[src/hw/adhs_pkg.sv]
`default_nettype none
package adhs_pkg;
  localparam int unsigned RES_W      = 10;
  localparam int unsigned CH_W       = 5;
  localparam int unsigned SCAN_SLOTS = 4;
  localparam int unsigned FIFO_DEPTH = 16;
  // conversion time in ns, rounded up to whole clocks
  localparam int unsigned CONV_NS    = 100;
  localparam int unsigned CLK_NS     = 4;
  localparam int unsigned CONV_CYC   = (CONV_NS + CLK_NS - 1) / CLK_NS;
  localparam logic [9:0]  RESULT_RST = 10'h000;
  localparam logic [4:0]  CH_RST     = 5'h00;
  // comparison select: 0 passes inside [lower, upper], 1 passes outside
  localparam logic        RANGE_INSIDE = 1'b0;
endpackage : adhs_pkg
`default_nettype wire

[src/hw/adhs_seq.sv]
// Notes on behaviour
// - enable set from stop enters trigger standby
// - trigger in standby converts selected input, sets status bit
// - each conversion end that passes the range check stores result and pulses end irq
// - select sequential restarts next conversion without trigger
// - trigger during conversion aborts, discards, restarts
// - select mode channel write during conversion converts new input
// - status bit written 1 during conversion restarts conversion
// - status bit cleared during conversion returns to standby, converter stopped
// - enable low ignores triggers, no conversion
// - one-shot end clears status bit and stops
// - scan converts four slots in order 0 to 3
// - scan stores result and raises irq per channel
// - scan sequential repeats pass without new trigger
// - scan trigger during conversion restarts at first slot
// - scan channel write during conversion restarts at new first slot
// - failed range check leaves result and irq untouched
// - irq only when result passes the selected range check
`default_nettype none
module adhs_seq #(
  parameter int unsigned RES_W    = adhs_pkg::RES_W,
  parameter int unsigned CH_W     = adhs_pkg::CH_W,
  parameter int unsigned CONV_CYC = adhs_pkg::CONV_CYC
) (
  // clock and reset
  input  wire logic             clk_sys,
  input  wire logic             reset,
  // control bits
  input  wire logic             converter_enable_bit,
  input  wire logic             scan_mode,
  input  wire logic             one_shot_mode,
  input  wire logic             status_wr,
  input  wire logic             status_wr_val,
  input  wire logic             channel_select_wr,
  input  wire logic [CH_W-1:0]  channel_select_val,
  input  wire logic             range_check_select,
  input  wire logic [RES_W-1:0] upper_limit_reg,
  input  wire logic [RES_W-1:0] lower_limit_reg,
  // hardware trigger pin
  input  wire logic             hw_trigger_pin,
  // analog front end
  output logic                  sample_req,
  output logic [CH_W-1:0]       sample_ch,
  input  wire logic             sample_done,
  input  wire logic [RES_W-1:0] sample_data,
  // status
  output logic                  conversion_status_bit,
  output logic                  converter_running,
  output logic [CH_W-1:0]       channel_select_reg,
  output logic [RES_W-1:0]      result_reg,
  output logic [7:0]            result_high_byte_reg,
  output logic                  conversion_end_irq,
  // result stream
  output logic                  res_valid,
  input  wire logic             res_ready,
  output logic [RES_W+CH_W-1:0] res_data
);
  typedef enum logic [1:0] {ST_STOP, ST_STANDBY, ST_CONV} adhs_state_t;
  localparam int unsigned CW = $clog2(CONV_CYC + 1);

  adhs_state_t     state_r;
  logic [CW-1:0]   cnt_r;
  logic [1:0]      slot_r;
  logic [CH_W-1:0] ch_r;
  logic            busy_r;
  logic            trig_rise;
  logic            conv_end;
  logic            in_range;
  logic            fifo_ready;
  logic [RES_W-1:0] cap_r;

  function automatic logic [CH_W-1:0] slot_ch(input logic [CH_W-1:0] base,
                                             input logic [1:0] slot,
                                             input logic scan);
    slot_ch = scan ? (base + CH_W'(slot)) : base;
  endfunction : slot_ch

  adhs_sync u_trig_sync (
    .clk_sys   (clk_sys),
    .reset     (reset),
    .pin_in    (hw_trigger_pin),
    .level_out (),
    .rise_out  (trig_rise)
  );

  // a conversion holds off completing while the stream is full
  assign conv_end = busy_r && (cnt_r == '0) && fifo_ready;
  assign in_range = (range_check_select == adhs_pkg::RANGE_INSIDE) ?
                    (cap_r <= upper_limit_reg && cap_r >= lower_limit_reg) :
                    (cap_r > upper_limit_reg || cap_r < lower_limit_reg);

  logic restart;
  assign restart = busy_r && (trig_rise || channel_select_wr ||
                   (status_wr && status_wr_val));

  logic abort;
  logic store;
  // a clear or a dropped enable beats a coincident end or restart
  assign abort = (status_wr && !status_wr_val) || !converter_enable_bit;
  // a failed range check keeps the result and the stream untouched
  assign store = conv_end && !restart && !abort && in_range;

  // channel selection register
  always_ff @(posedge clk_sys or posedge reset) begin
    if (reset) begin
      ch_r <= adhs_pkg::CH_RST;
    end else if (channel_select_wr) begin
      ch_r <= channel_select_val;
    end
  end

  // sequencer
  always_ff @(posedge clk_sys or posedge reset) begin
    if (reset) begin
      state_r <= ST_STOP;
      busy_r  <= 1'b0;
      cnt_r   <= '0;
      slot_r  <= '0;
      conversion_status_bit <= 1'b0;
    end else begin
      unique case (state_r)
        ST_STOP: begin
          if (converter_enable_bit) begin
            state_r <= ST_STANDBY;
          end
        end
        ST_STANDBY: begin
          if (!converter_enable_bit) begin
            state_r <= ST_STOP;
          end else if (trig_rise) begin
            state_r <= ST_CONV;
            busy_r  <= 1'b1;
            cnt_r   <= CW'(CONV_CYC);
            slot_r  <= '0;
            conversion_status_bit <= 1'b1;
          end
        end
        ST_CONV: begin
          if (abort) begin
            state_r <= converter_enable_bit ? ST_STANDBY : ST_STOP;
            busy_r  <= 1'b0;
            conversion_status_bit <= 1'b0;
          end else if (restart) begin
            cnt_r  <= CW'(CONV_CYC);
            slot_r <= '0;
          end else if (cnt_r != '0) begin
            cnt_r <= cnt_r - 1'b1;
          end else if (conv_end) begin
            if (one_shot_mode && (!scan_mode || slot_r == 2'd3)) begin
              state_r <= ST_STANDBY;
              busy_r  <= 1'b0;
              conversion_status_bit <= 1'b0;
            end else begin
              cnt_r  <= CW'(CONV_CYC);
              slot_r <= scan_mode ? slot_r + 2'd1 : 2'd0;
            end
          end
        end
      endcase
    end
  end

  // front end request and capture
  always_ff @(posedge clk_sys or posedge reset) begin
    if (reset) begin
      sample_req <= 1'b0;
      sample_ch  <= adhs_pkg::CH_RST;
      cap_r      <= adhs_pkg::RESULT_RST;
    end else begin
      sample_req <= busy_r && !restart;
      sample_ch  <= slot_ch(ch_r, slot_r, scan_mode);
      if (sample_done) begin
        cap_r <= sample_data;
      end
    end
  end

  // result register and end pulse
  always_ff @(posedge clk_sys or posedge reset) begin
    if (reset) begin
      result_reg         <= adhs_pkg::RESULT_RST;
      conversion_end_irq <= 1'b0;
    end else begin
      conversion_end_irq <= 1'b0;
      if (store) begin
        result_reg         <= cap_r;
        conversion_end_irq <= 1'b1;
      end
    end
  end

  always_ff @(posedge clk_sys or posedge reset) begin
    if (reset) begin
      converter_running    <= 1'b0;
      channel_select_reg   <= adhs_pkg::CH_RST;
      result_high_byte_reg <= 8'h00;
    end else begin
      // trigger standby leaves the converter itself stopped
      converter_running    <= busy_r;
      channel_select_reg   <= ch_r;
      result_high_byte_reg <= result_reg[RES_W-1 -: 8];
    end
  end

  adhs_fifo #(
    .WIDTH (RES_W + CH_W),
    .DEPTH (adhs_pkg::FIFO_DEPTH)
  ) u_fifo (
    .clk_sys   (clk_sys),
    .reset     (reset),
    .in_valid  (store),
    .in_ready  (fifo_ready),
    .in_data   ({sample_ch, cap_r}),
    .out_valid (res_valid),
    .out_ready (res_ready),
    .out_data  (res_data)
  );

  property p_irq_needs_range;
    @(posedge clk_sys) disable iff (reset)
    conversion_end_irq |-> $past(in_range) && $past(conv_end);
  endproperty
  a_irq_needs_range: assert property (p_irq_needs_range)
    else $error("end irq without passing range check");

  property p_result_hold;
    @(posedge clk_sys) disable iff (reset)
    !conversion_end_irq |-> $stable(result_reg);
  endproperty
  a_result_hold: assert property (p_result_hold)
    else $error("result changed without end irq");

  property p_enable_standby;
    @(posedge clk_sys) disable iff (reset)
    (state_r == ST_STOP && converter_enable_bit) |=> state_r == ST_STANDBY;
  endproperty
  a_enable_standby: assert property (p_enable_standby)
    else $error("enable did not reach standby");

  property p_trig_start;
    @(posedge clk_sys) disable iff (reset)
    (state_r == ST_STANDBY && converter_enable_bit && trig_rise)
      |=> busy_r && conversion_status_bit && slot_r == 2'd0;
  endproperty
  a_trig_start: assert property (p_trig_start)
    else $error("trigger did not start conversion");

  property p_no_start_disabled;
    @(posedge clk_sys) disable iff (reset)
    (!busy_r && !converter_enable_bit) |=> !busy_r;
  endproperty
  a_no_start_disabled: assert property (p_no_start_disabled)
    else $error("conversion started while disabled");

  property p_restart;
    @(posedge clk_sys) disable iff (reset)
    (restart && converter_enable_bit && !(status_wr && !status_wr_val))
      |=> cnt_r == CW'(CONV_CYC) && slot_r == 2'd0 && !conversion_end_irq;
  endproperty
  a_restart: assert property (p_restart)
    else $error("abort did not restart at first slot");

  property p_clear_stop;
    @(posedge clk_sys) disable iff (reset)
    (busy_r && status_wr && !status_wr_val)
      |=> !busy_r && !conversion_status_bit ##1 !conversion_end_irq;
  endproperty
  a_clear_stop: assert property (p_clear_stop)
    else $error("status clear did not abort");

  property p_oneshot_end;
    @(posedge clk_sys) disable iff (reset)
    (conv_end && !restart && one_shot_mode && !scan_mode &&
     !status_wr && converter_enable_bit) |=> !conversion_status_bit;
  endproperty
  a_oneshot_end: assert property (p_oneshot_end)
    else $error("one-shot did not clear status");

  property p_seq_continue;
    @(posedge clk_sys) disable iff (reset)
    (conv_end && !restart && !one_shot_mode && !status_wr &&
     converter_enable_bit) |=> busy_r && cnt_r == CW'(CONV_CYC);
  endproperty
  a_seq_continue: assert property (p_seq_continue)
    else $error("sequential mode did not continue");

  property p_store_result;
    @(posedge clk_sys) disable iff (reset)
    store |=> conversion_end_irq && result_reg == $past(cap_r);
  endproperty
  a_store_result: assert property (p_store_result)
    else $error("passing end did not store result");

  property p_scan_step;
    @(posedge clk_sys) disable iff (reset)
    (conv_end && !restart && !abort && scan_mode &&
     !(one_shot_mode && slot_r == 2'd3))
      |=> slot_r == 2'($past(slot_r) + 2'd1);
  endproperty
  a_scan_step: assert property (p_scan_step)
    else $error("scan did not step to next slot");

  property p_scan_last;
    @(posedge clk_sys) disable iff (reset)
    (conv_end && !restart && !abort && scan_mode && one_shot_mode &&
     slot_r == 2'd3) |=> !busy_r && !conversion_status_bit;
  endproperty
  a_scan_last: assert property (p_scan_last)
    else $error("one-shot scan did not stop after last slot");

  property p_idle_write;
    @(posedge clk_sys) disable iff (reset)
    (!busy_r && channel_select_wr && !trig_rise)
      |=> !busy_r && ch_r == $past(channel_select_val);
  endproperty
  a_idle_write: assert property (p_idle_write)
    else $error("idle channel write misbehaved");
endmodule : adhs_seq
`default_nettype wire

[src/hw/adhs_fifo.sv]
`default_nettype none
module adhs_fifo #(
  parameter int unsigned WIDTH = 15,
  parameter int unsigned DEPTH = 16
) (
  // clock and reset
  input  wire logic             clk_sys,
  input  wire logic             reset,
  // fill side
  input  wire logic             in_valid,
  output logic                  in_ready,
  input  wire logic [WIDTH-1:0] in_data,
  // drain side
  output logic                  out_valid,
  input  wire logic             out_ready,
  output logic [WIDTH-1:0]      out_data
);
  localparam int unsigned AW = $clog2(DEPTH);
  logic [WIDTH-1:0] mem [DEPTH];
  logic [AW-1:0]    wr_ptr_r;
  logic [AW-1:0]    rd_ptr_r;
  logic [AW:0]      count_r;
  logic [WIDTH-1:0] out_data_r;
  logic             out_valid_r;
  logic             push;
  logic             pop;
  logic             mem_any;
  logic             load;

  // the output stage counts toward the depth, so capacity stays DEPTH
  assign in_ready  = (count_r != (AW+1)'(DEPTH));
  assign push      = in_valid && in_ready;
  assign pop       = out_valid_r && out_ready;
  assign mem_any   = (count_r != (AW+1)'(out_valid_r));
  assign load      = mem_any && (!out_valid_r || out_ready);
  assign out_valid = out_valid_r;
  assign out_data  = out_data_r;

  // data words carry no reset: valid alone says whether they mean anything
  always_ff @(posedge clk_sys) begin
    if (push) begin
      mem[wr_ptr_r] <= in_data;
    end
    if (load) begin
      out_data_r <= mem[rd_ptr_r];
    end
  end

  always_ff @(posedge clk_sys or posedge reset) begin
    if (reset) begin
      wr_ptr_r    <= '0;
      rd_ptr_r    <= '0;
      count_r     <= '0;
      out_valid_r <= 1'b0;
    end else begin
      if (push) begin
        wr_ptr_r <= wr_ptr_r + 1'b1;
      end
      if (load) begin
        rd_ptr_r <= rd_ptr_r + 1'b1;
      end
      if (!out_valid_r || out_ready) begin
        out_valid_r <= mem_any;
      end
      if (push && !pop) begin
        count_r <= count_r + 1'b1;
      end else if (pop && !push) begin
        count_r <= count_r - 1'b1;
      end
    end
  end
endmodule : adhs_fifo
`default_nettype wire

[src/hw/adhs_sync.sv]
`default_nettype none
module adhs_sync (
  // clock and reset
  input  wire logic clk_sys,
  input  wire logic reset,
  // pin and filtered level
  input  wire logic pin_in,
  output logic      level_out,
  output logic      rise_out
);
  logic s1_r;
  logic s2_r;
  logic s3_r;
  logic level_r;

  // a change counts once the second and third stages agree
  always_ff @(posedge clk_sys or posedge reset) begin
    if (reset) begin
      s1_r    <= 1'b0;
      s2_r    <= 1'b0;
      s3_r    <= 1'b0;
      level_r <= 1'b0;
    end else begin
      s1_r <= pin_in;
      s2_r <= s1_r;
      s3_r <= s2_r;
      if (s2_r == s3_r) begin
        level_r <= s3_r;
      end
    end
  end

  assign level_out = level_r;
  assign rise_out  = (s2_r == s3_r) && s3_r && !level_r;
endmodule : adhs_sync
`default_nettype wire

[config.mk]
export PLATFORM = sky130hd
export DESIGN_NAME = adhs_seq
export DESIGN_NICKNAME = d
export VERILOG_FILES = /design/src/hw/adhs_pkg.sv /design/src/hw/adhs_seq.sv /design/src/hw/adhs_fifo.sv /design/src/hw/adhs_sync.sv
export SDC_FILE = /design/constraint.sdc
export NUM_CORES = 1
export LEC_CHECK = 0
export BUFFER_PORTS_ARGS = -buffer_cell sky130_fd_sc_hd__buf_4
export CORE_MARGIN = 2
export CORE_UTILIZATION = 54
export CTS_CLUSTER_DIAMETER = 40
export DETAILED_ROUTE_END_ITERATION = 7
export PLACE_DENSITY = 0.75
export SYNTH_ARGS = -nofsm -noshare
export SYNTH_HDL_FRONTEND = slang
export SYNTH_HIERARCHICAL = 1
export SYNTH_SLANG_ARGS = --single-unit
[constraint.sdc]
create_clock -name clk_sys -period 4.07 [get_ports clk_sys]
set_input_delay 0.407 -clock clk_sys [delete_from_list [all_inputs] [get_ports clk_sys]]
set_output_delay 0.407 -clock clk_sys [all_outputs]
set_load 0.01 [all_outputs]
==> impl_metrics.prom, run 1 <==
# TYPE chip_impl_metric gauge
chip_impl_metric{name="h-tree-depth",unit=""} 2
chip_impl_metric{name="die_footprint",unit="sq um"} 26300
chip_impl_metric{name="postRouteWirelength",unit="um"} 28100
chip_impl_metric{name="global_route.overflow_total",unit=""} 0
chip_impl_metric{name="max-slew-margin-rel",unit=""} 0.475
chip_impl_metric{name="antenna_fix_cells",unit=""} 0
chip_impl_metric{name="placed_cells_incl_taps",unit=""} 1233
chip_impl_metric{name="rows",unit=""} 57
chip_impl_metric{name="report.final.hold_viol_count",unit=""} 0
chip_impl_metric{name="synth.cell_area",unit="sq um"} 13500
chip_impl_metric{name="portBuffers",unit=""} 94
chip_impl_metric{name="drive_above_1_share",unit=""} 0.299
chip_impl_metric{name="synth_edf_count",unit=""} 255
chip_impl_metric{name="maximum_number_of_pins_on_one_net_before_global_route_repair",unit=""} 49
chip_impl_metric{name="yosys_warnings",unit=""} 6
chip_impl_metric{name="met1_usage",unit=""} 0.298
chip_impl_info{name="yosysMostFrequentCell",value="sky130_fd_sc_hd__edfxtp_1"} 1
chip_impl_metric{name="routabilityCongestion",unit=""} 0.809
chip_impl_metric{name="finalHoldWorstSlack",unit="ns"} 0.105
chip_impl_metric{name="synth-seq-cells",unit=""} 329
chip_impl_metric{name="drv.max_cap_violation_count",unit=""} 0
chip_impl_metric{name="crit_path_max_fanout",unit=""} 5
chip_impl_metric{name="synth_cells",unit=""} 799
chip_impl_metric{name="route.detailed.vias_per_inst",unit=""} 5.83
chip_impl_metric{name="layout.nets",unit=""} 1039
chip_impl_metric{name="syn_nets",unit=""} 886
chip_impl_metric{name="finish.cell_count_without_fillers",unit=""} 1306
chip_impl_metric{name="worst-path-buf-inv",unit=""} 2
chip_impl_info{name="critical_path.top_delay_family",value="simple AND/OR/NAND/NOR gates"} 1
chip_impl_metric{name="filler_cells_inserted",unit=""} 1631
chip_impl_metric{name="global_route.usage.met2",unit=""} 0.370
chip_impl_info{name="postSynth.topFlopCell",value="sky130_fd_sc_hd__edfxtp_1"} 1
chip_impl_info{name="run_status",value="completed"} 1
chip_impl_metric{name="largest_register_ff_count",unit=""} 240
chip_impl_metric{name="static-leakage-power",unit="nW"} 6.29
chip_impl_info{name="critical_path.startpoint",value="cap_r[9]"} 1
chip_impl_metric{name="finalMaxSlewViolations",unit=""} 0
chip_impl_info{name="critical_path.endpoint_type",value="flip-flop"} 1
chip_impl_metric{name="core_outline_area",unit="sq um"} 24500
chip_impl_metric{name="worstMarginPinSlew",unit="ns"} 0.788
chip_impl_metric{name="vdd_ir_drop_max",unit="mV"} 0.365
chip_impl_info{name="worst_setup_path_start_kind",value="flip-flop"} 1
chip_impl_metric{name="clock_latency_at_the_later_pin_of_the_worst_skew_pair",unit="ns"} 0.52
chip_impl_info{name="worstReg2RegStart",value="cap_r[9]"} 1
chip_impl_metric{name="post-route-period-util",unit=""} 0.954
chip_impl_metric{name="power.density_cell_area",unit="nW/um^2"} 617
chip_impl_info{name="largest_register",value="u_fifo/mem"} 1
chip_impl_metric{name="dp.final_hpwl",unit="um"} 17700
chip_impl_metric{name="track_usage",unit=""} 0.222
chip_impl_metric{name="floorplan.initialDensity",unit=""} 0.552
chip_impl_metric{name="number_of_buffers_added_by_the_clock_tree_synthesis_step",unit=""} 38
chip_impl_metric{name="initial_antenna_violation_count",unit=""} 0
chip_impl_metric{name="clkTransAtPathRegs",unit="ns"} 0.06
chip_impl_metric{name="grt_first_pass_wirelength",unit="um"} 44300
chip_impl_info{name="cp_cell_sequence",value="ha_4 > a21oi_1 > o21ai_1 > or4_1 > and2_4 > or4_2 > o21ai_2 > o31a_2 > ha_2 > inv_2 > buf_4 > ha_1 > a21o_1 > a21oi_2 > xor2_1 > o21ai_0"} 1
chip_impl_metric{name="route.antenna.remaining_nets",unit=""} 0
chip_impl_metric{name="cts.path.max_buffers",unit=""} 3
chip_impl_metric{name="syn_area_per_cell",unit="sq um"} 16.9
chip_impl_metric{name="synthArstFlopShare",unit=""} 0.225
chip_impl_metric{name="maximum_single_stage_delay_on_the_critical_path",unit="ns"} 0.62
chip_impl_metric{name="cts.sink_count",unit=""} 329
chip_impl_info{name="critPathSlowestCell",value="sky130_fd_sc_hd__or4_2"} 1
chip_impl_info{name="tritoncts",value="done"} 1
chip_impl_info{name="worst_hold_path_type",value="in -> reg"} 1
chip_impl_info{name="busiest_layer",value="met2"} 1
chip_impl_metric{name="ys_seq_area_frac",unit=""} 0.704
chip_impl_metric{name="vias",unit=""} 7611
chip_impl_metric{name="accumulated_negative_setup_slack",unit="ns"} 0
chip_impl_metric{name="setup_viol",unit=""} 0
chip_impl_metric{name="grt_pass1_vias",unit=""} 7877
chip_impl_metric{name="critPathArrivalTime",unit="ns"} 4.26
chip_impl_metric{name="drt-pass1-iter-count",unit=""} 5
chip_impl_info{name="timing.hold.worst.start",value="channel_select_val[1]"} 1
chip_impl_metric{name="postLayoutCoreUtil",unit=""} 0.667
chip_impl_info{name="synth_commonest_cells",value="sky130_fd_sc_hd__edfxtp_1 (255), sky130_fd_sc_hd__dfrtp_1 (74), sky130_fd_sc_hd__mux2i_1 (64), sky130_fd_sc_hd__inv_1 (43)"} 1
chip_impl_metric{name="area_delta_synth_final",unit="%"} 20.8
chip_impl_metric{name="floorplan.die.height",unit="um"} 162
chip_impl_metric{name="post_synth_num_cell_types",unit=""} 58
chip_impl_metric{name="routedWlPerCell",unit="um"} 21.5
chip_impl_info{name="synth_area_leader_cell",value="sky130_fd_sc_hd__edfxtp_1"} 1
chip_impl_metric{name="io-pin-count",unit=""} 95
chip_impl_info{name="synth.area.top_cells",value="sky130_fd_sc_hd__edfxtp_1 (57%), sky130_fd_sc_hd__dfrtp_1 (14%), sky130_fd_sc_hd__mux4_2 (5.0%)"} 1
chip_impl_metric{name="synth_top_cell_area_share",unit=""} 0.567
chip_impl_metric{name="worst_clock_skew",unit="ns"} 0.0102
chip_impl_metric{name="drcViolationCount",unit=""} 0
chip_impl_info{name="cts_root_buffer",value="sky130_fd_sc_hd__clkbuf_16"} 1
chip_impl_metric{name="grt_util_met3",unit=""} 0.0411
chip_impl_metric{name="dr.first_iter.drc_count",unit=""} 501
chip_impl_info{name="path_class",value="reg -> reg"} 1
chip_impl_metric{name="worst_ep_required_time",unit="ns"} 4.45
chip_impl_metric{name="fmax",unit="MHz"} 258
chip_impl_metric{name="die_width",unit="um"} 162
chip_impl_metric{name="post-route-min-period",unit="ns"} 3.88
## cells in the final DEF, fill, tap and decap left out, types with 4 or more instances in the layout
| cell type | netlist | final |
|---|---|---|
| sky130_fd_sc_hd__mux2i_1 | 64 | 64 |
| sky130_fd_sc_hd__nor3_2 | 0 | 4 |
| sky130_fd_sc_hd__nand4_1 | 6 | 6 |
| sky130_fd_sc_hd__nand2b_1 | 6 | 6 |
| sky130_fd_sc_hd__a21oi_1 | 13 | 10 |
| sky130_fd_sc_hd__nand2_1 | 38 | 38 |
| sky130_fd_sc_hd__nand3_1 | 4 | 4 |
| sky130_fd_sc_hd__a22oi_1 | 15 | 15 |
| sky130_fd_sc_hd__dfrtp_1 | 74 | 70 |
| sky130_fd_sc_hd__ha_1 | 38 | 35 |
| sky130_fd_sc_hd__o21ai_0 | 34 | 32 |
| sky130_fd_sc_hd__buf_4 | 5 | 133 |
| sky130_fd_sc_hd__clkbuf_16 | 0 | 41 |
| sky130_fd_sc_hd__clkinv_1 | 0 | 5 |
| sky130_fd_sc_hd__xnor2_1 | 10 | 10 |
| sky130_fd_sc_hd__a221oi_1 | 30 | 30 |
| sky130_fd_sc_hd__a21o_1 | 5 | 5 |
| sky130_fd_sc_hd__buf_12 | 0 | 9 |
| sky130_fd_sc_hd__xor2_1 | 4 | 4 |
| sky130_fd_sc_hd__clkbuf_1 | 12 | 5 |
| sky130_fd_sc_hd__mux4_2 | 30 | 30 |
| sky130_fd_sc_hd__clkinv_2 | 0 | 4 |
| sky130_fd_sc_hd__bufinv_16 | 0 | 5 |
| sky130_fd_sc_hd__nor2_1 | 23 | 23 |
| sky130_fd_sc_hd__mux2_2 | 25 | 25 |
| sky130_fd_sc_hd__inv_1 | 43 | 41 |
| sky130_fd_sc_hd__edfxtp_1 | 255 | 255 |
## through the flow
stage,setup WS (ns),power (mW),cell area (sq um)
after global routing,-0.0284,10.5,16300
after CTS,0.0612,10.1,16300
final,0.187,10.1,16300
after global placement,-0.00927,6.53,14900
after floorplan,0.0270,5.89,13600
after detailed placement,-0.0487,6.59,14900
## repair_timing
item                                    4_1_cts  5_1_grt
hold endpoints to repair                     15        0
endpoints found under the setup margin        0        2
hold buffers                                  2        0
gates resized for setup                       0       10
setup buffers                                 0        1
## metal layers
layer  up-vias  wire length [um]
met5         -                 0
met4         0               737
met3        59              1950
met2       300             13800
met1      3835             11600
li1       3417                 -
## tightest hold or removal path: stages
cell and delay, ns:
sky130_fd_sc_hd__buf_4 0.08, sky130_fd_sc_hd__nand2_1 0.04, sky130_fd_sc_hd__o21ai_0 0.06
## path summary, 6_finish.rpt
check                           cells after the start  slack (ns)           endpoint
max in group asynchronous                           4        2.81           cap_r[3]
min in group asynchronous                           3        0.37   u_trig_sync/s2_r
worst max register to register                     16        0.19  u_fifo/count_r[3]
worst max-delay path                               16        0.19  u_fifo/count_r[3]
worst min-delay path                                3        0.10            ch_r[1]
worst min register to register                      0        0.34   u_trig_sync/s2_r
## logic make-up after synthesis
logic type,after synthesis,share of synthesized area
AO/OA/AOI/OAI,117,0.0632
buffers and inverters,74,0.0269
AND/OR/NAND/NOR,104,0.0384
adder cells (fa/ha/maj),40,0.0382
flip-flops,329,0.704
XOR/XNOR,14,0.00907
multiplexers,121,0.120
## power by group
group	switching (mW)	internal (mW)	total (mW)
registers	0.262	3.91	4.17
clock network	1.33	2.17	3.50
logic	1.28	1.11	2.39
## cell type report
| type | instances | area, sq um | area share |
|---|---|---|---|
| clock buffer | 46 | 1040 | 0.0640 |
| tap | 324 | 405 | 0.0248 |
| timing repair buffer | 144 | 1200 | 0.0734 |
| clock inverter | 24 | 283 | 0.0173 |
| inverter | 43 | 161 | 0.00989 |
| sequential | 329 | 9520 | 0.583 |
| multi-input combinational | 396 | 3710 | 0.227 |
Power figures use the tool's default switching activity.
==> run 2: changes to the inputs <==
--- a/config.mk
+++ b/config.mk
@@ -5,7 +5,7 @@
 export SDC_FILE = /design/constraint.sdc
 export NUM_CORES = 1
 export LEC_CHECK = 0
-export BUFFER_PORTS_ARGS = -buffer_cell sky130_fd_sc_hd__buf_4
+export BUFFER_PORTS_ARGS = -buffer_cell sky130_fd_sc_hd__buf_2
 export CORE_MARGIN = 2
 export CORE_UTILIZATION = 54
 export CTS_CLUSTER_DIAMETER = 40
@@ -13,5 +13,4 @@
 export PLACE_DENSITY = 0.75
 export SYNTH_ARGS = -nofsm -noshare
 export SYNTH_HDL_FRONTEND = slang
-export SYNTH_HIERARCHICAL = 1
 export SYNTH_SLANG_ARGS = --single-unit
==> impl_metrics.prom, run 2 <==
# TYPE chip_impl_metric gauge
chip_impl_metric{name="synth.cell_area",unit="sq um"} 13400
chip_impl_metric{name="antenna_fix_cells",unit=""} 0
chip_impl_metric{name="cts.sink_count",unit=""} 329
chip_impl_metric{name="postRouteWirelength",unit="um"} 27700
chip_impl_metric{name="synth_top_cell_area_share",unit=""} 0.573
chip_impl_metric{name="dp.final_hpwl",unit="um"} 16500
chip_impl_info{name="worstReg2RegStart",value="cap_r[3]"} 1
chip_impl_metric{name="reg2reg_depth",unit=""} 15
chip_impl_metric{name="power.share.combinational",unit=""} 0.195
chip_impl_metric{name="clkTransAtPathRegs",unit="ns"} 0.06
chip_impl_metric{name="max-slew-margin-rel",unit=""} 0.318
chip_impl_metric{name="drive_above_1_share",unit=""} 0.370
chip_impl_metric{name="initial_antenna_violation_count",unit=""} 0
chip_impl_info{name="postSynth.topFlopCell",value="sky130_fd_sc_hd__edfxtp_1"} 1
chip_impl_metric{name="clock_latency_at_the_later_pin_of_the_worst_skew_pair",unit="ns"} 0.52
chip_impl_info{name="layout.cells.most_common_list",value="sky130_fd_sc_hd__edfxtp_1 (255), sky130_fd_sc_hd__buf_2 (94), sky130_fd_sc_hd__mux4_2 (75)"} 1
chip_impl_metric{name="ys_seq_area_frac",unit=""} 0.712
chip_impl_info{name="synth_area_leader_cell",value="sky130_fd_sc_hd__edfxtp_1"} 1
chip_impl_metric{name="post_synth_num_cell_types",unit=""} 49
chip_impl_metric{name="dr.first_iter.drc_count",unit=""} 492
chip_impl_metric{name="route.antenna.remaining_nets",unit=""} 0
chip_impl_metric{name="grt_pass1_vias",unit=""} 7532
chip_impl_metric{name="postLayoutCoreUtil",unit=""} 0.654
chip_impl_metric{name="design_power_total",unit="mW"} 9.92
chip_impl_metric{name="muxShareOfSynthArea",unit=""} 0.157
chip_impl_metric{name="layout.area.seq",unit="sq um"} 9520
chip_impl_metric{name="floorplan.initialDensity",unit=""} 0.549
chip_impl_metric{name="setup_viol",unit=""} 0
chip_impl_metric{name="power.share.switching",unit=""} 0.261
chip_impl_metric{name="p_switching",unit="mW"} 2.58
chip_impl_metric{name="final_design_area_no_fill",unit="sq um"} 15900
chip_impl_metric{name="core_outline_area",unit="sq um"} 24300
chip_impl_metric{name="io-pin-count",unit=""} 95
chip_impl_metric{name="dpl-instance-area",unit="sq um"} 14500
chip_impl_info{name="path_class",value="reg -> reg"} 1
chip_impl_metric{name="worst_clock_skew",unit="ns"} 0.0155
chip_impl_metric{name="synth-simple-area-share",unit=""} 0.0349
chip_impl_info{name="rsz0062_at_grt",value="false"} 1
chip_impl_metric{name="dp_slack",unit="ns"} 0.211
chip_impl_metric{name="post-route-period-util",unit=""} 0.904
chip_impl_metric{name="report.final.hold_viol_count",unit=""} 0
chip_impl_metric{name="filler_cells_inserted",unit=""} 1583
chip_impl_metric{name="synth_cells",unit=""} 699
chip_impl_metric{name="vias",unit=""} 6914
chip_impl_metric{name="postLayoutSetupSlackWorst",unit="ns"} 0.392
chip_impl_metric{name="reg2reg_slack",unit="ns"} 0.39
chip_impl_metric{name="synth-seq-cells",unit=""} 329
chip_impl_info{name="cts_root_buffer",value="sky130_fd_sc_hd__clkbuf_16"} 1
chip_impl_metric{name="routedWlPerCell",unit="um"} 23.3
chip_impl_metric{name="portBuffers",unit=""} 94
chip_impl_metric{name="die_footprint",unit="sq um"} 26000
chip_impl_metric{name="die_width",unit="um"} 161
chip_impl_metric{name="finalHoldWorstSlack",unit="ns"} 0.0571
chip_impl_metric{name="placed_cells_incl_taps",unit=""} 1119
chip_impl_metric{name="floorplan.die.height",unit="um"} 161
chip_impl_metric{name="area_delta_synth_final",unit="%"} 19.1
chip_impl_metric{name="static-leakage-power",unit="nW"} 5.99
chip_impl_metric{name="largest_register_ff_count",unit=""} 240
chip_impl_metric{name="h-tree-depth",unit=""} 2
chip_impl_metric{name="syn_area_per_cell",unit="sq um"} 19.1
chip_impl_metric{name="adder_and_majority_gate_portion_of_the_synthesized_area",unit=""} 0.0386
chip_impl_metric{name="synthArstFlopShare",unit=""} 0.225
chip_impl_metric{name="maximum_single_stage_delay_on_the_critical_path",unit="ns"} 0.47
chip_impl_info{name="synth.area.top_cells",value="sky130_fd_sc_hd__edfxtp_1 (57%), sky130_fd_sc_hd__dfrtp_1 (14%), sky130_fd_sc_hd__mux4_2 (13%)"} 1
chip_impl_info{name="tritoncts",value="done"} 1
chip_impl_metric{name="finish.cell_count_without_fillers",unit=""} 1192
chip_impl_info{name="yosysMostFrequentCell",value="sky130_fd_sc_hd__edfxtp_1"} 1
chip_impl_metric{name="drt-pass1-iter-count",unit=""} 5
chip_impl_info{name="largest_register",value="u_fifo.mem"} 1
chip_impl_metric{name="critPathArrivalTime",unit="ns"} 4.07
chip_impl_info{name="cp_cell_sequence",value="ha_1 > a21o_1 > a21o_1 > a221o_1 > a311o_1 > nand3b_4 > inv_1 > ha_1 > inv_1 > fa_1 > a21o_1 > a21oi_1 > xnor2_1 > nor2_1 > xor2_1"} 1
chip_impl_info{name="critical_path.endpoint_type",value="flip-flop"} 1
chip_impl_metric{name="synth_edf_count",unit=""} 255
chip_impl_metric{name="fmax",unit="MHz"} 272
chip_impl_info{name="main_combinational_cell_family_by_area_after_synthesis",value="multiplexers"} 1
chip_impl_info{name="mostFrequentLayoutCell",value="sky130_fd_sc_hd__edfxtp_1"} 1
chip_impl_info{name="r2r_end",value="u_fifo.count_r[4]"} 1
chip_impl_metric{name="syn_nets",unit=""} 786
chip_impl_metric{name="p_clk_frac",unit=""} 0.371
chip_impl_metric{name="yosys_warnings",unit=""} 0
chip_impl_metric{name="rows",unit=""} 57
chip_impl_metric{name="drv.max_cap_violation_count",unit=""} 0
chip_impl_info{name="worst_hold_path_type",value="in -> async"} 1
chip_impl_metric{name="track_usage",unit=""} 0.224
chip_impl_metric{name="crit_path_max_fanout",unit=""} 4
chip_impl_metric{name="worst_ep_required_time",unit="ns"} 4.46
chip_impl_metric{name="grt_first_pass_wirelength",unit="um"} 43400
chip_impl_metric{name="drcViolationCount",unit=""} 0
chip_impl_info{name="critPathSlowestCell",value="sky130_fd_sc_hd__fa_1"} 1
chip_impl_info{name="synth_commonest_cells",value="sky130_fd_sc_hd__edfxtp_1 (255), sky130_fd_sc_hd__mux4_2 (75), sky130_fd_sc_hd__dfrtp_1 (74), sky130_fd_sc_hd__inv_1 (45), sky130_fd_sc_hd__ha_1 (38)"} 1
chip_impl_info{name="run_status",value="completed"} 1
chip_impl_metric{name="vdd_ir_drop_max",unit="mV"} 0.360
chip_impl_metric{name="finalMaxSlewViolations",unit=""} 0
chip_impl_metric{name="power.density_cell_area",unit="nW/um^2"} 623
chip_impl_metric{name="cts.path.max_buffers",unit=""} 3
chip_impl_metric{name="post_synth_xor_area_fraction",unit=""} 0.00983
chip_impl_metric{name="global_route.overflow_total",unit=""} 0
chip_impl_info{name="cpMostUsedCell",value="sky130_fd_sc_hd__a21o_1"} 1
chip_impl_metric{name="accumulated_negative_setup_slack",unit="ns"} 0
chip_impl_metric{name="maximum_number_of_pins_on_one_net_before_global_route_repair",unit=""} 50
chip_impl_metric{name="seqPwrFrac",unit=""} 0.435
chip_impl_metric{name="route.detailed.vias_per_inst",unit=""} 5.80
chip_impl_metric{name="number_of_buffers_added_by_the_clock_tree_synthesis_step",unit=""} 40
chip_impl_metric{name="routabilityCongestion",unit=""} 0.877
chip_impl_info{name="worst_setup_path_start_kind",value="flip-flop"} 1
chip_impl_metric{name="multi_input_area",unit="sq um"} 3670
chip_impl_metric{name="synth-compound-area-share",unit=""} 0.0259
chip_impl_metric{name="post-route-min-period",unit="ns"} 3.68
chip_impl_metric{name="layout.nets",unit=""} 925
chip_impl_metric{name="worstMarginPinSlew",unit="ns"} 1.02
chip_impl_metric{name="internal-power",unit="mW"} 7.33
==> run 2: cell types whose count changed in the layout (fill, tap and decap cells not counted), sizes merged, moves of 4 or more <==
cell	before	now
mux4	30	75
nand2	39	23
clkbuf	46	53
nor3	6	13
nor2	23	13
a22oi	15	0
o21ai	34	13
nor4b	1	5
buf	142	123
mux2i	64	3
a221oi	30	0
nand2b	6	2
==> run 2: kinds of logic after synthesis <==
group / after synthesis
flops: 329
xor+xnor: 15
fa+ha+maj: 40
simple gates: 82
compound gates: 53
buf+inv: 72
mux: 108
==> run 2: metal layers <==
metal | GRT usage | vias up | wire, um
met3 | 0.0339 | 42 | 1540
li1 | - | 3040 | -
met5 | 0 | - | 0
met2 | 0.377 | 243 | 14200
met4 | 0.0625 | 0 | 544
met1 | 0.310 | 3589 | 11400
==> run 2: critical path, delay by kind of cell (launching register included) <==
family | cells | cell delay (ns)
simple gates | 2 | 0.23
buf+inv | 2 | 0.19
compound gates | 6 | 1.47
flops | 1 | 0.43
xor+xnor | 2 | 0.28
fa+ha+maj | 3 | 0.95
==> run 2: power groups by stage <==
stage                     sequential [mW]  combinational (mW)  clock [mW]
final                                4.31                1.93        3.67
after global routing                 4.36                2.10        3.87
after CTS                            4.31                1.96        3.73
after detailed placement             4.38                1.94           0
after global placement               4.37                1.87           0
after floorplan                      4.17                1.56           0
==> run 2: how the worst max path moves through the flow <==
| stage | from | endpoint | slack, ns | depth (start not counted) |
|---|---|---|---|---|
| after floorplan | cap_r[3] | u_fifo.mem[11][0] | -0.12 | 8 |
| after global placement | upper_limit_reg[3] | u_fifo.count_r[4] | 0.38 | 17 |
| after detailed placement | cap_r[4] | u_fifo.count_r[4] | 0.21 | 14 |
| after CTS | cap_r[4] | u_fifo.count_r[4] | 0.21 | 14 |
| after global routing | cap_r[4] | u_fifo.count_r[4] | 0.1 | 15 |
| final | cap_r[3] | u_fifo.count_r[4] | 0.39 | 15 |
==> run 2: final cells by class <==
| type | count | share of cell area |
|---|---|---|
| Clock buffer | 53 | 0.0725 |
| Tap cell | 324 | 0.0255 |
| Sequential cell | 329 | 0.598 |
| Inverter | 45 | 0.0107 |
| Clock inverter | 19 | 0.0169 |
| Timing Repair Buffer | 124 | 0.0455 |
| Multi-Input combinational cell | 298 | 0.231 |
==> run 2: timing repair <==
item | 4_1_cts | 5_1_grt
hold buffers | 1 | 0
endpoints found under the setup margin | 0 | 2
buffers inserted | 0 | 0
endpoints found under the hold margin | 1 | 0
gates resized for setup | 0 | 4
